### src/common/bio_map.svh
/*
  constants for the bidirectional port block: file addresses, reset
  values, widths.
  assumes inclusion by bare name from the design files.
*/
`ifndef BIO_MAP_SVH
`define BIO_MAP_SVH

`define BIO_ADDR_GROUP_A  5'h05
`define BIO_ADDR_GROUP_B  5'h06
`define BIO_ADDR_GROUP_C  5'h07
`define BIO_DIR_RESET     8'hFF
`define BIO_LATCH_RESET   8'h00
`define BIO_GROUP_A_MASK  8'h0F
`define BIO_ZERO          8'h00

`endif

### src/common/bio_pkg.sv
/*
  types for the bidirectional port block.
  assumes bio_map.svh holds the numeric constants.
*/
package bio_pkg;

  typedef logic [7:0] bio_byte_t;
  typedef logic [4:0] bio_faddr_t;

  // one core access, presented for one instruction cycle
  typedef struct packed {
    logic       rd;      // sample pins at start of cycle
    logic       wr;      // write latch at end of cycle
    logic       dir_ld;  // direction load from working register
    logic       bit_op;  // bit set / bit clear (read-modify-write)
    logic       bit_val; // 1 = set, 0 = clear
    logic [2:0] bit_sel;
    bio_faddr_t addr;
    bio_byte_t  wdata;   // working register or result
  } bio_req_s;

  typedef struct packed {
    bio_byte_t out;
    bio_byte_t oe;
  } bio_pins_s;

endpackage

### src/hw/bio_sync.sv
/*
  three-stage pin synchroniser; a change counts once stages two and
  three agree.
  assumes an asynchronous pin input vector of eight bits.
*/
`include "bio_map.svh"

module bio_sync
  import bio_pkg::*;
(
  // clock and reset
  input  wire logic      ref_clk,
  input  wire logic      rst_n,
  // pins in, filtered level out
  input  wire bio_byte_t pin_in,
  output bio_byte_t      level_q
);

  bio_byte_t s1_q;
  bio_byte_t s2_q;
  bio_byte_t s3_q;

  always_ff @(posedge ref_clk or negedge rst_n) begin
    if (!rst_n) begin
      s1_q <= `BIO_ZERO;
      s2_q <= `BIO_ZERO;
      s3_q <= `BIO_ZERO;
    end else begin
      s1_q <= pin_in;
      s2_q <= s1_q;
      s3_q <= s2_q;
    end
  end

  // a bit moves only once two stages agree, so a one-cycle glitch dies
  // here; one process owns the whole vector
  always_ff @(posedge ref_clk or negedge rst_n) begin
    if (!rst_n) begin
      level_q <= `BIO_ZERO;
    end else begin
      level_q <= (s3_q & ~(s2_q ^ s3_q)) | (level_q & (s2_q ^ s3_q));
    end
  end

endmodule // bio_sync

### src/hw/bio_ports.sv
/*
  bidirectional I/O ports: group a (4 bits), group b and group c
  (8 bits each), each with an output latch and a write-only direction
  register loaded from the working register.
  assumes the core presents one request per instruction cycle, one
  ref_clk cycle long; pins are resolved by the surroundings from
  out/oe.
*/
`include "bio_map.svh"

module bio_ports
  import bio_pkg::*;
#(
  parameter bit HAS_GROUP_C = 1'b1
) (
  // clock and reset
  input  wire logic      ref_clk,
  input  wire logic      rst_n,
  // core access
  input  wire bio_req_s  req,
  output bio_byte_t      rdata_q,
  output logic           rvalid_q,
  // pins
  input  wire bio_byte_t group_a_pin_in,
  input  wire bio_byte_t group_b_pin_in,
  input  wire bio_byte_t group_c_pin_in,
  output bio_pins_s      group_a_pins_q,
  output bio_pins_s      group_b_pins_q,
  output bio_pins_s      group_c_pins_q
);

  // ----------------------------------------------------------------
  // storage
  // ----------------------------------------------------------------
  bio_byte_t latch_q [3];
  bio_byte_t dir_q   [3];
  bio_byte_t lvl     [3];
  bio_byte_t pin_in  [3];
  bio_pins_s pins_q  [3];

  assign pin_in[0] = group_a_pin_in;
  assign pin_in[1] = group_b_pin_in;
  assign pin_in[2] = group_c_pin_in;

  // map a file address to a port index; 3 means not a port
  function automatic logic [1:0] port_idx(input bio_faddr_t a);
    unique case (a)
      `BIO_ADDR_GROUP_A: port_idx = 2'd0;
      `BIO_ADDR_GROUP_B: port_idx = 2'd1;
      `BIO_ADDR_GROUP_C: port_idx = 2'd2;
      default:           port_idx = 2'd3;
    endcase
  endfunction

  // width mask per port
  function automatic bio_byte_t port_mask(input logic [1:0] i);
    port_mask = (i == 2'd0) ? `BIO_GROUP_A_MASK : 8'hFF;
  endfunction

  // ----------------------------------------------------------------
  // pin sampling
  // ----------------------------------------------------------------
  // inputs are not latched; the three-stage path adds latency, so the
  // outside must hold a level a few cycles before the read
  genvar g;
  generate
    for (g = 0; g < 3; g++) begin : g_sync
      bio_sync u_sync (
        .ref_clk (ref_clk),
        .rst_n   (rst_n),
        .pin_in  (pin_in[g]),
        .level_q (lvl[g])
      );
    end
  endgenerate

  logic [1:0] idx;
  logic       is_pin;
  bio_byte_t  sampled;
  bio_byte_t  rmw;

  assign idx    = port_idx(req.addr);
  // without group c its address is plain storage, read from the latch
  assign is_pin = (idx != 2'd3) && (HAS_GROUP_C || idx != 2'd2);

  always_comb begin
    sampled = `BIO_ZERO;
    if (is_pin) begin
      sampled = lvl[idx] & port_mask(idx);
    end else if (idx == 2'd2) begin
      sampled = latch_q[2];
    end
  end

  // bit op: sampled pins with one bit changed, every port bit written back (four for group a)
  always_comb begin
    rmw = sampled;
    rmw[req.bit_sel] = req.bit_val;
  end

  // ----------------------------------------------------------------
  // read path: value taken at the start of the cycle
  // ----------------------------------------------------------------
  always_ff @(posedge ref_clk or negedge rst_n) begin
    if (!rst_n) begin
      rdata_q  <= `BIO_ZERO;
      rvalid_q <= 1'b0;
    end else begin
      rvalid_q <= req.rd && (idx != 2'd3);
      if (req.rd && idx != 2'd3) begin
        rdata_q <= sampled;
      end
    end
  end

  // ----------------------------------------------------------------
  // latches and direction registers
  // ----------------------------------------------------------------
  generate
    for (g = 0; g < 3; g++) begin : g_port
      always_ff @(posedge ref_clk or negedge rst_n) begin
        if (!rst_n) begin
          latch_q[g] <= `BIO_LATCH_RESET;
        end else if (idx == g[1:0] && req.bit_op) begin
          latch_q[g] <= rmw & port_mask(g[1:0]);
        end else if (idx == g[1:0] && req.wr) begin
          latch_q[g] <= req.wdata & port_mask(g[1:0]);
        end
      end

      always_ff @(posedge ref_clk or negedge rst_n) begin
        if (!rst_n) begin
          dir_q[g] <= `BIO_DIR_RESET;
        end else if (req.dir_ld && idx == g[1:0]) begin
          dir_q[g] <= req.wdata;
        end
      end

      // outputs registered; direction one disables the driver
      always_ff @(posedge ref_clk or negedge rst_n) begin
        if (!rst_n) begin
          pins_q[g] <= '0;
        end else if (g == 2 && !HAS_GROUP_C) begin
          pins_q[g] <= '0;
        end else begin
          pins_q[g].out <= latch_d(g[1:0]) & port_mask(g[1:0]);
          pins_q[g].oe  <= ~dir_d(g[1:0]) & port_mask(g[1:0]);
        end
      end
    end
  endgenerate

  // next latch / direction values so the pins follow in the same edge
  function automatic bio_byte_t latch_d(input logic [1:0] i);
    if (idx == i && req.bit_op) latch_d = rmw;
    else if (idx == i && req.wr) latch_d = req.wdata;
    else latch_d = latch_q[i];
  endfunction

  function automatic bio_byte_t dir_d(input logic [1:0] i);
    if (req.dir_ld && idx == i) dir_d = req.wdata;
    else dir_d = dir_q[i];
  endfunction

  assign group_a_pins_q = pins_q[0];
  assign group_b_pins_q = pins_q[1];
  assign group_c_pins_q = pins_q[2];

endmodule // bio_ports

### config.mk
export PLATFORM = sky130hd
export DESIGN_NAME = bio_ports
export DESIGN_NICKNAME = d
export VERILOG_FILES = /design/src/common/bio_pkg.sv /design/src/hw/bio_sync.sv /design/src/hw/bio_ports.sv
export VERILOG_INCLUDE_DIRS = /design/src /design/src/common
export SDC_FILE = /design/constraint.sdc
export NUM_CORES = 1
export LEC_CHECK = 0
export BUFFER_PORTS_ARGS = -buffer_cell sky130_fd_sc_hd__buf_2
export CORE_MARGIN = 5
export CORE_UTILIZATION = 55
export CTS_CLUSTER_SIZE = 25
export DETAILED_ROUTE_END_ITERATION = 7
export GPL_ROUTABILITY_DRIVEN = 1
export PLACE_DENSITY = 0.75
export SETUP_SLACK_MARGIN = 0.5
export SLEW_MARGIN = 20
export SYNTH_ARGS = -nofsm -noshare
export SYNTH_HDL_FRONTEND = slang
export SYNTH_HIERARCHICAL = 1
export SYNTH_SLANG_ARGS = --single-unit
### constraint.sdc
create_clock -name ref_clk -period 1.85 [get_ports ref_clk]
set_input_delay 0.185 -clock ref_clk [delete_from_list [all_inputs] [get_ports ref_clk]]
set_output_delay 0.185 -clock ref_clk [all_outputs]
set_load 0.02 [all_outputs]
==> results of run 1 <==
## metrics by stage
stage | setup WS (ps) | util [%] | area, um^2 | instances
2_1_floorplan | 417 | - | 5860 | 421
3_3_place_gp | 199 | 61.7 | 6340 | 619
3_5_place_dp | 112 | 61.7 | 6340 | 619
4_1_cts | 458 | 71.0 | 7290 | 687
5_1_grt | 375 | 71.5 | 7350 | 693
6_report | 442 | 71.5 | 7350 | 693
## area by class of cell
cell class,count,area (um^2)
Clock buffer,20,445
Clock inverter,12,163
Tap cell,136,170
Multi-Input combinational cell,219,1710
Inverter,5,18.8
Fill cell,700,2930
Sequential cell,153,3850
Timing Repair Buffer,148,991
## critical path, delay by kind of cell, from the launching register on
kind                   cells  cell delay, ps
buffers and inverters      1             150
AOI/OAI and AO/OA          3             460
DFF                        1             390
muxes                      1             260
## power groups by stage
stage	clock network, uW	logic [uW]	registers, uW
after floorplan	0	617	4190
after global placement	0	1110	4040
after detailed placement	0	1140	4070
after CTS	3550	1220	4010
after global routing	3700	1350	4060
final	3480	1230	4010
## worst max path at each step
| stage | end | start | cells after the start |
|---|---|---|---|
| 2_1_floorplan | dir_q[13] | req[12] | 6 |
| 3_3_place_gp | rdata_q[2] | req[12] | 5 |
| 3_5_place_dp | group_a_pins_q[10] | req[12] | 5 |
| 4_1_cts | group_a_pins_q[11] | register | 4 |
| 5_1_grt | group_a_pins_q[9] | register | 4 |
| 6_report | group_a_pins_q[8] | register | 5 |
## layer usage
layer	vias up	part of all wire, %	track usage (%)
met3	23	6.3	5.12
met4	0	2.5	9.05
li1	1706	-	-
met2	133	49	32.7
met1	1885	42	26.5
met5	-	0	0
## what timing repair did
action                                  CTS  global route
hold buffers                             29             0
endpoints found under the setup margin   15            17
gates resized for setup                   2             2
endpoints found under the hold margin   160             0
pin swaps                                 5             3
setup buffers                             7             6
==> flow_summary.ini, run 1 <==
[run_status]
status = finished, final reports clean

[flow_run]
drv_cap = 0

[placement]
gp_congestion = 0.839
hpwlAfterDp_um = 8130
io_buffers = 91

[route]
vias_per_cell = 5.41
drt_first_pass_iters = 4
post-route-drc-count = 0
drt_wl_total_um = 12100
postRouteAntennaNets = 0
vias = 3747
drt_iter0_drc = 234
wire_per_inst_um = 17.5

[logic_synthesis]
syn_area_um2 = 5790
avgSynthCellArea_um2 = 14.0
yosys_warnings = 6
synthCells = 414

[setup_path]
cp_max_fo = 4
path_cells = mux2_2, a22o_1, a22oi_2, buf_6, a31oi_1
crit_path_max_incr_delay_ps = 390
reg2reg_to = group_a_pins_q[8]
r2r_setup_slack_ps = 440
arrival_ps = 1790
slowest_stage = dfrtp_1
cp-end-kind = register
critPathRequiredTime_ps = 2230
reg2reg_depth = 5
criticalPathCategory = reg2reg
startpoint_type = register

[die]
row_count = 37
ios = 104
fp.coreArea_um2 = 10300
die_h_um = 113
die_area_um2 = 12700
die_x_um = 113
start_util_pct = 56.3

[min_path]
min_delay_path_depth = 2
min_from = req[17]
holdCritPathClass = in2reg
hold-path-endpoint = latch_q[16]

[power_and_ir_drop]
p_leak_uw = 0.00346
p_clk_share_pct = 39.9
power_density_nw_per_um2 = 1190
power_frac_comb_pct = 14.2
total_power_uw = 8720
ir_drop_mv = 0.810
p_int_uw = 6490
swShare_pct = 25.6
sequentialPowerShare_pct = 46.0
p_sw_uw = 2230

[sta]
max_slew_margin_pct = 65.2
rsz0062_at_grt = yes
fmax_mhz = 710
finalHoldViolations = 0
setup_viol = 0
period_needed_ps = 1410
holdWs_ps = 96.0
drv_slew = 0
worst_pin_slew_ps = 516
fin_setup_tns_ps = 0
skew_ps = 5.03
fin_crit_sh_pct = 76.1

[cts]
cts_sinks = 153
clk_latency_ps = 520
h-tree-depth = 4
cts-root-buf = clkbuf_8
cts.clk_slew.worst_paths_ps = 60
cts.path.max_buffers = 2
cts_tree = done
cts_made_buffers = 17

[layout]
mostFrequentLayoutCells = 133 x dfrtp_1, 90 x buf_2, 29 x dlygate4sd3_1, 26 x mux2i_1
diodes = 0
final_common_cell = dfrtp_1
fin_nets = 591
drive_gt1_share_pct = 40.4
area_delta_synth_final_pct = 27.0

[global_route]
grt_usage_pct = 20.4
grt_overflow = 0
antenna_found_initial = 0
grt_pass1_vias = 3959
grt_max_degree = 52
grt_pass1_wl_um = 20100
(Power assumes the default switching activity.)
==> run 2: changes to the inputs <==
==> constraint.sdc (replaced) <==
create_clock -name ref_clk -period 1.5 [get_ports ref_clk]
set_input_delay 0.15 -clock ref_clk [delete_from_list [all_inputs] [get_ports ref_clk]]
set_output_delay 0.15 -clock ref_clk [all_outputs]
set_load 0.02 [all_outputs]
==> flow_summary.ini, run 2 (synthesis results as in run 1) <==
[layout]
diodes = 0
drive_gt1_share_pct = 49.3
fin_util_pct = 79.9
seq_area_um2 = 3850
area_delta_synth_final_pct = 41.9
final_common_cell = dfrtp_1
fillers = 581
multi_input_area_um2 = 1860
mostFrequentLayoutCells = 133 x dfrtp_1, 71 x buf_4, 53 x buf_6, 40 x buf_2, 30 x dlygate4sd3_1
fin_nets = 643

[route]
post-route-drc-count = 0
postRouteAntennaNets = 0
drt_iter0_drc = 227
wire_per_inst_um = 18.3
drt_wl_total_um = 13600
drt_first_pass_iters = 4
vias_per_cell = 5.37
vias = 3999

[power_and_ir_drop]
power_density_nw_per_um2 = 1360
p_leak_uw = 0.00384
ir_drop_mv = 0.731

[die]
die_h_um = 113
die_area_um2 = 12700
start_util_pct = 56.3
ios = 104
row_count = 37
fp.coreArea_um2 = 10300
die_x_um = 113

[cts]
cts.path.max_buffers = 2
cts.clk_slew.worst_paths_ps = 60
cts_made_buffers = 17
cts_sinks = 153
cts_tree = done
clk_latency_ps = 530
cts-root-buf = clkbuf_8
h-tree-depth = 4

[placement]
post-place-ws_ps = -105
hpwlAfterDp_um = 8300
gp_congestion = 0.875
io_buffers = 91

[min_path]
holdCritPathClass = in2reg
min_from = req[17]
hold-path-endpoint = latch_q[18]
min_delay_path_depth = 3

[sta]
period_needed_ps = 1440
skew_ps = 9.59
drv_slew = 0
fmax_mhz = 696
finalHoldViolations = 0
setup_viol = 0
fin_crit_sh_pct = 95.7
worst_slack_ps = 63.8
rsz0062_at_grt = yes

[setup_path]
reg2reg_to = group_a_pins_q[11]
startpoint_type = register
criticalPathCategory = reg2reg
reg2reg_depth = 4
r2r_setup_slack_ps = 60
cp-end-kind = register
cp_max_fo = 4
arrival_ps = 1840
critPathRequiredTime_ps = 1900

[flow_run]
drv_cap = 0

[global_route]
grt_pass1_wl_um = 21700
antenna_found_initial = 0
grt_max_degree = 46
grt_overflow = 0
grt_pass1_vias = 4207
grt_usage_pct = 22.1

[run_status]
status = finished, final reports clean
## run 2: through the flow
stage	cells	total power (uW)	cell area, um^2	hold WS [ps]	setup TNS [ps]
after CTS	736	11100	8040	3.37	0
after global routing	745	11600	8210	15.3	0
final	745	11200	8210	18.8	0
after detailed placement	642	6480	6590	73.6	-1110
after global placement	642	6410	6590	72.1	-523
after floorplan	421	5950	5940	-146	0
## run 2: worst max path at each step
stage                        start            endpoint  slack [ps]  cells after the start
after floorplan            req[12]           dir_q[13]         100                      6
final                     register  group_a_pins_q[11]          60                      4
after global routing      register  group_a_pins_q[11]          20                      4
after global placement      req[9]   group_a_pins_q[8]         -50                      5
after CTS                 register   group_a_pins_q[8]          90                      4
after detailed placement   req[12]         latch_q[18]        -100                      5
## run 2: cell type report
| cell class | count | area share, % |
|---|---|---|
| flip-flops and latches | 153 | 46.9 |
| multi-input cells | 219 | 22.6 |
| repair buffers | 200 | 21.2 |
| clock buffers | 21 | 5.47 |
| well taps | 136 | 2.07 |
| clock inverters | 11 | 1.49 |
| inverters | 5 | 0.229 |
## run 2: layer usage
metal | vias up | global-route usage (%) | wire (um)
li1 | 1818 | - | -
met1 | 2022 | 28.0 | 5580
met2 | 125 | 36.1 | 7010
met3 | 34 | 4.91 | 642
met4 | 0 | 10.6 | 410
met5 | - | 0 | 0
## run 2: timing repair
action,4_1_cts,5_1_grt
setup buffers,32,9
endpoints found under the setup margin,77,102
gates resized for setup,105,28
hold buffers,30,0
pin swaps,12,7
hold endpoints to repair,206,0
## run 2: power breakdown
group | internal [uW] | switching (uW)
clock network | 2450 | 1620
registers | 4710 | 295
logic | 1120 | 977
total | 8280 | 2890
## run 2: critical path: stages, from the launching register on
cell and delay [ps]:
dfrtp_1 400, mux2_4 270, a22o_1 220, a22oi_2 270
a31oi_1 140
==> run 3: changes to the inputs <==
--- a/config.mk
+++ b/config.mk
@@ -6,7 +6,7 @@
 export SDC_FILE = /design/constraint.sdc
 export NUM_CORES = 1
 export LEC_CHECK = 0
-export BUFFER_PORTS_ARGS = -buffer_cell sky130_fd_sc_hd__buf_2
+export BUFFER_PORTS_ARGS = -buffer_cell sky130_fd_sc_hd__buf_4
 export CORE_MARGIN = 5
 export CORE_UTILIZATION = 55
 export CTS_CLUSTER_SIZE = 25
==> flow_summary.ini, run 3 (synthesis results as in run 1) <==
[run_status]
status = finished, final reports clean

[layout]
multi_input_area_um2 = 1870
area_delta_synth_final_pct = 44.4
final_common_cell = dfrtp_1
mostFrequentLayoutCells = 133 x dfrtp_1, 111 x buf_4, 55 x buf_6, 31 x dlygate4sd3_1, 24 x mux2i_1
seq_area_um2 = 3850
fillers = 547
fin_nets = 647
diodes = 0
drive_gt1_share_pct = 49.1

[sta]
fmax_mhz = 714
fin_crit_sh_pct = 93.4
drv_slew = 0
worst_pin_slew_ps = 567
max_slew_margin_pct = 61.8
holdWs_ps = 24.0
setup_viol = 0
skew_ps = 7.78
finalHoldViolations = 0
rsz0062_at_grt = yes
worst_slack_ps = 99.0
period_needed_ps = 1400

[route]
vias = 4061
drt_wl_total_um = 13800
postRouteAntennaNets = 0
wire_per_inst_um = 18.4
post-route-drc-count = 0
vias_per_cell = 5.42
drt_first_pass_iters = 4
drt_iter0_drc = 190

[cts]
cts.clk_slew.worst_paths_ps = 70
h-tree-depth = 4
clk_latency_ps = 530
cts_tree = done
cts.path.max_buffers = 2
cts_made_buffers = 17
cts_sinks = 153
cts-root-buf = clkbuf_8

[die]
row_count = 37
die_x_um = 113
die_h_um = 113
start_util_pct = 56.3
die_area_um2 = 12700
ios = 104
fp.coreArea_um2 = 10300

[setup_path]
crit_path_max_incr_delay_ps = 390
path_cells = mux2_4, a22o_1, a22oi_2, a31oi_1
arrival_ps = 1790
reg2reg_to = group_a_pins_q[11]
slowest_stage = dfrtp_1
crit_end = group_a_pins_q[11]
cp_max_fo = 4
critPathRequiredTime_ps = 1890
cp-end-kind = register
criticalPathCategory = reg2reg
startpoint_type = register
reg2reg_depth = 4
r2r_setup_slack_ps = 100

[global_route]
grt_pass1_wl_um = 21800
grt_max_degree = 45
antenna_found_initial = 0
grt_overflow = 0
grt_pass1_vias = 4275
grt_usage_pct = 22.2

[placement]
post-place-ws_ps = -72.5
io_buffers = 91
gp_congestion = 0.866
hpwlAfterDp_um = 8180

[flow_run]
drv_cap = 0

[power_and_ir_drop]
ir_drop_mv = 0.862
power_density_nw_per_um2 = 1360
p_leak_uw = 0.00389

[min_path]
holdCritPathClass = in2reg
run 3: worst min path at each step:
stage            start                 to  slack [ps]  cells past startpoint
6_report       req[16]        latch_q[14]          20                      3
2_1_floorplan    rst_n          async pin        -150                      0
3_3_place_gp     rst_n  group_c_pins_q[5]          80                      1
3_5_place_dp     rst_n  group_c_pins_q[5]          90                      1
5_1_grt        req[17]        latch_q[11]          30                      3
4_1_cts        req[17]        latch_q[16]         -80                      2
run 3: stage by stage:
step                      power [uW]  instances  utilization [%]  setup TNS, ps  area [um^2]
final                          11300        749             81.3              0         8360
after global routing           11800        749             81.3              0         8360
after CTS                      11300        733             79.2              0         8140
after detailed placement        6640        636             65.6           -785         6740
after global placement          6570        636             65.6           -226         6740
after floorplan                 5950        421                -              0         5940
run 3: what timing repair did:
| action | in CTS | in global routing |
|---|---|---|
| endpoints found under the hold margin | 219 | 6 |
| hold buffers | 29 | 2 |
| pin swaps | 11 | 13 |
| buffers inserted | 35 | 13 |
| setup endpoints to repair | 82 | 101 |
| gates resized for setup | 62 | 22 |
| gates cloned | 1 | 1 |
run 3: metal layers:
layer,GRT usage (%),vias up,wire (um)
met4,7.61,0,275
met1,27.6,2065,5470
met3,6.09,23,743
met2,37.5,145,7290
met5,0,-,0
li1,-,1828,-
run 3: worst max-delay path: cells and delay by family (launching register included):
family          cells  cell delay, ps
compound gates      3             600
flops               1             390
mux                 1             270
run 3: area by class of cell:
| class | instances | share of cell area [%] |
|---|---|---|
| Clock buffer | 20 | 5.33 |
| Clock inverter | 12 | 1.71 |
| Inverter | 5 | 0.225 |
| Multi-Input combinational cell | 220 | 22.4 |
| Sequential cell | 153 | 46.1 |
| Tap cell | 136 | 2.04 |
| Timing Repair Buffer | 203 | 22.2 |
run 3: where the power goes:
part,total (uW),internal [uW],switching [uW]
clock network,4180,2480,1710
registers,5010,4710,301
logic,2140,1160,982
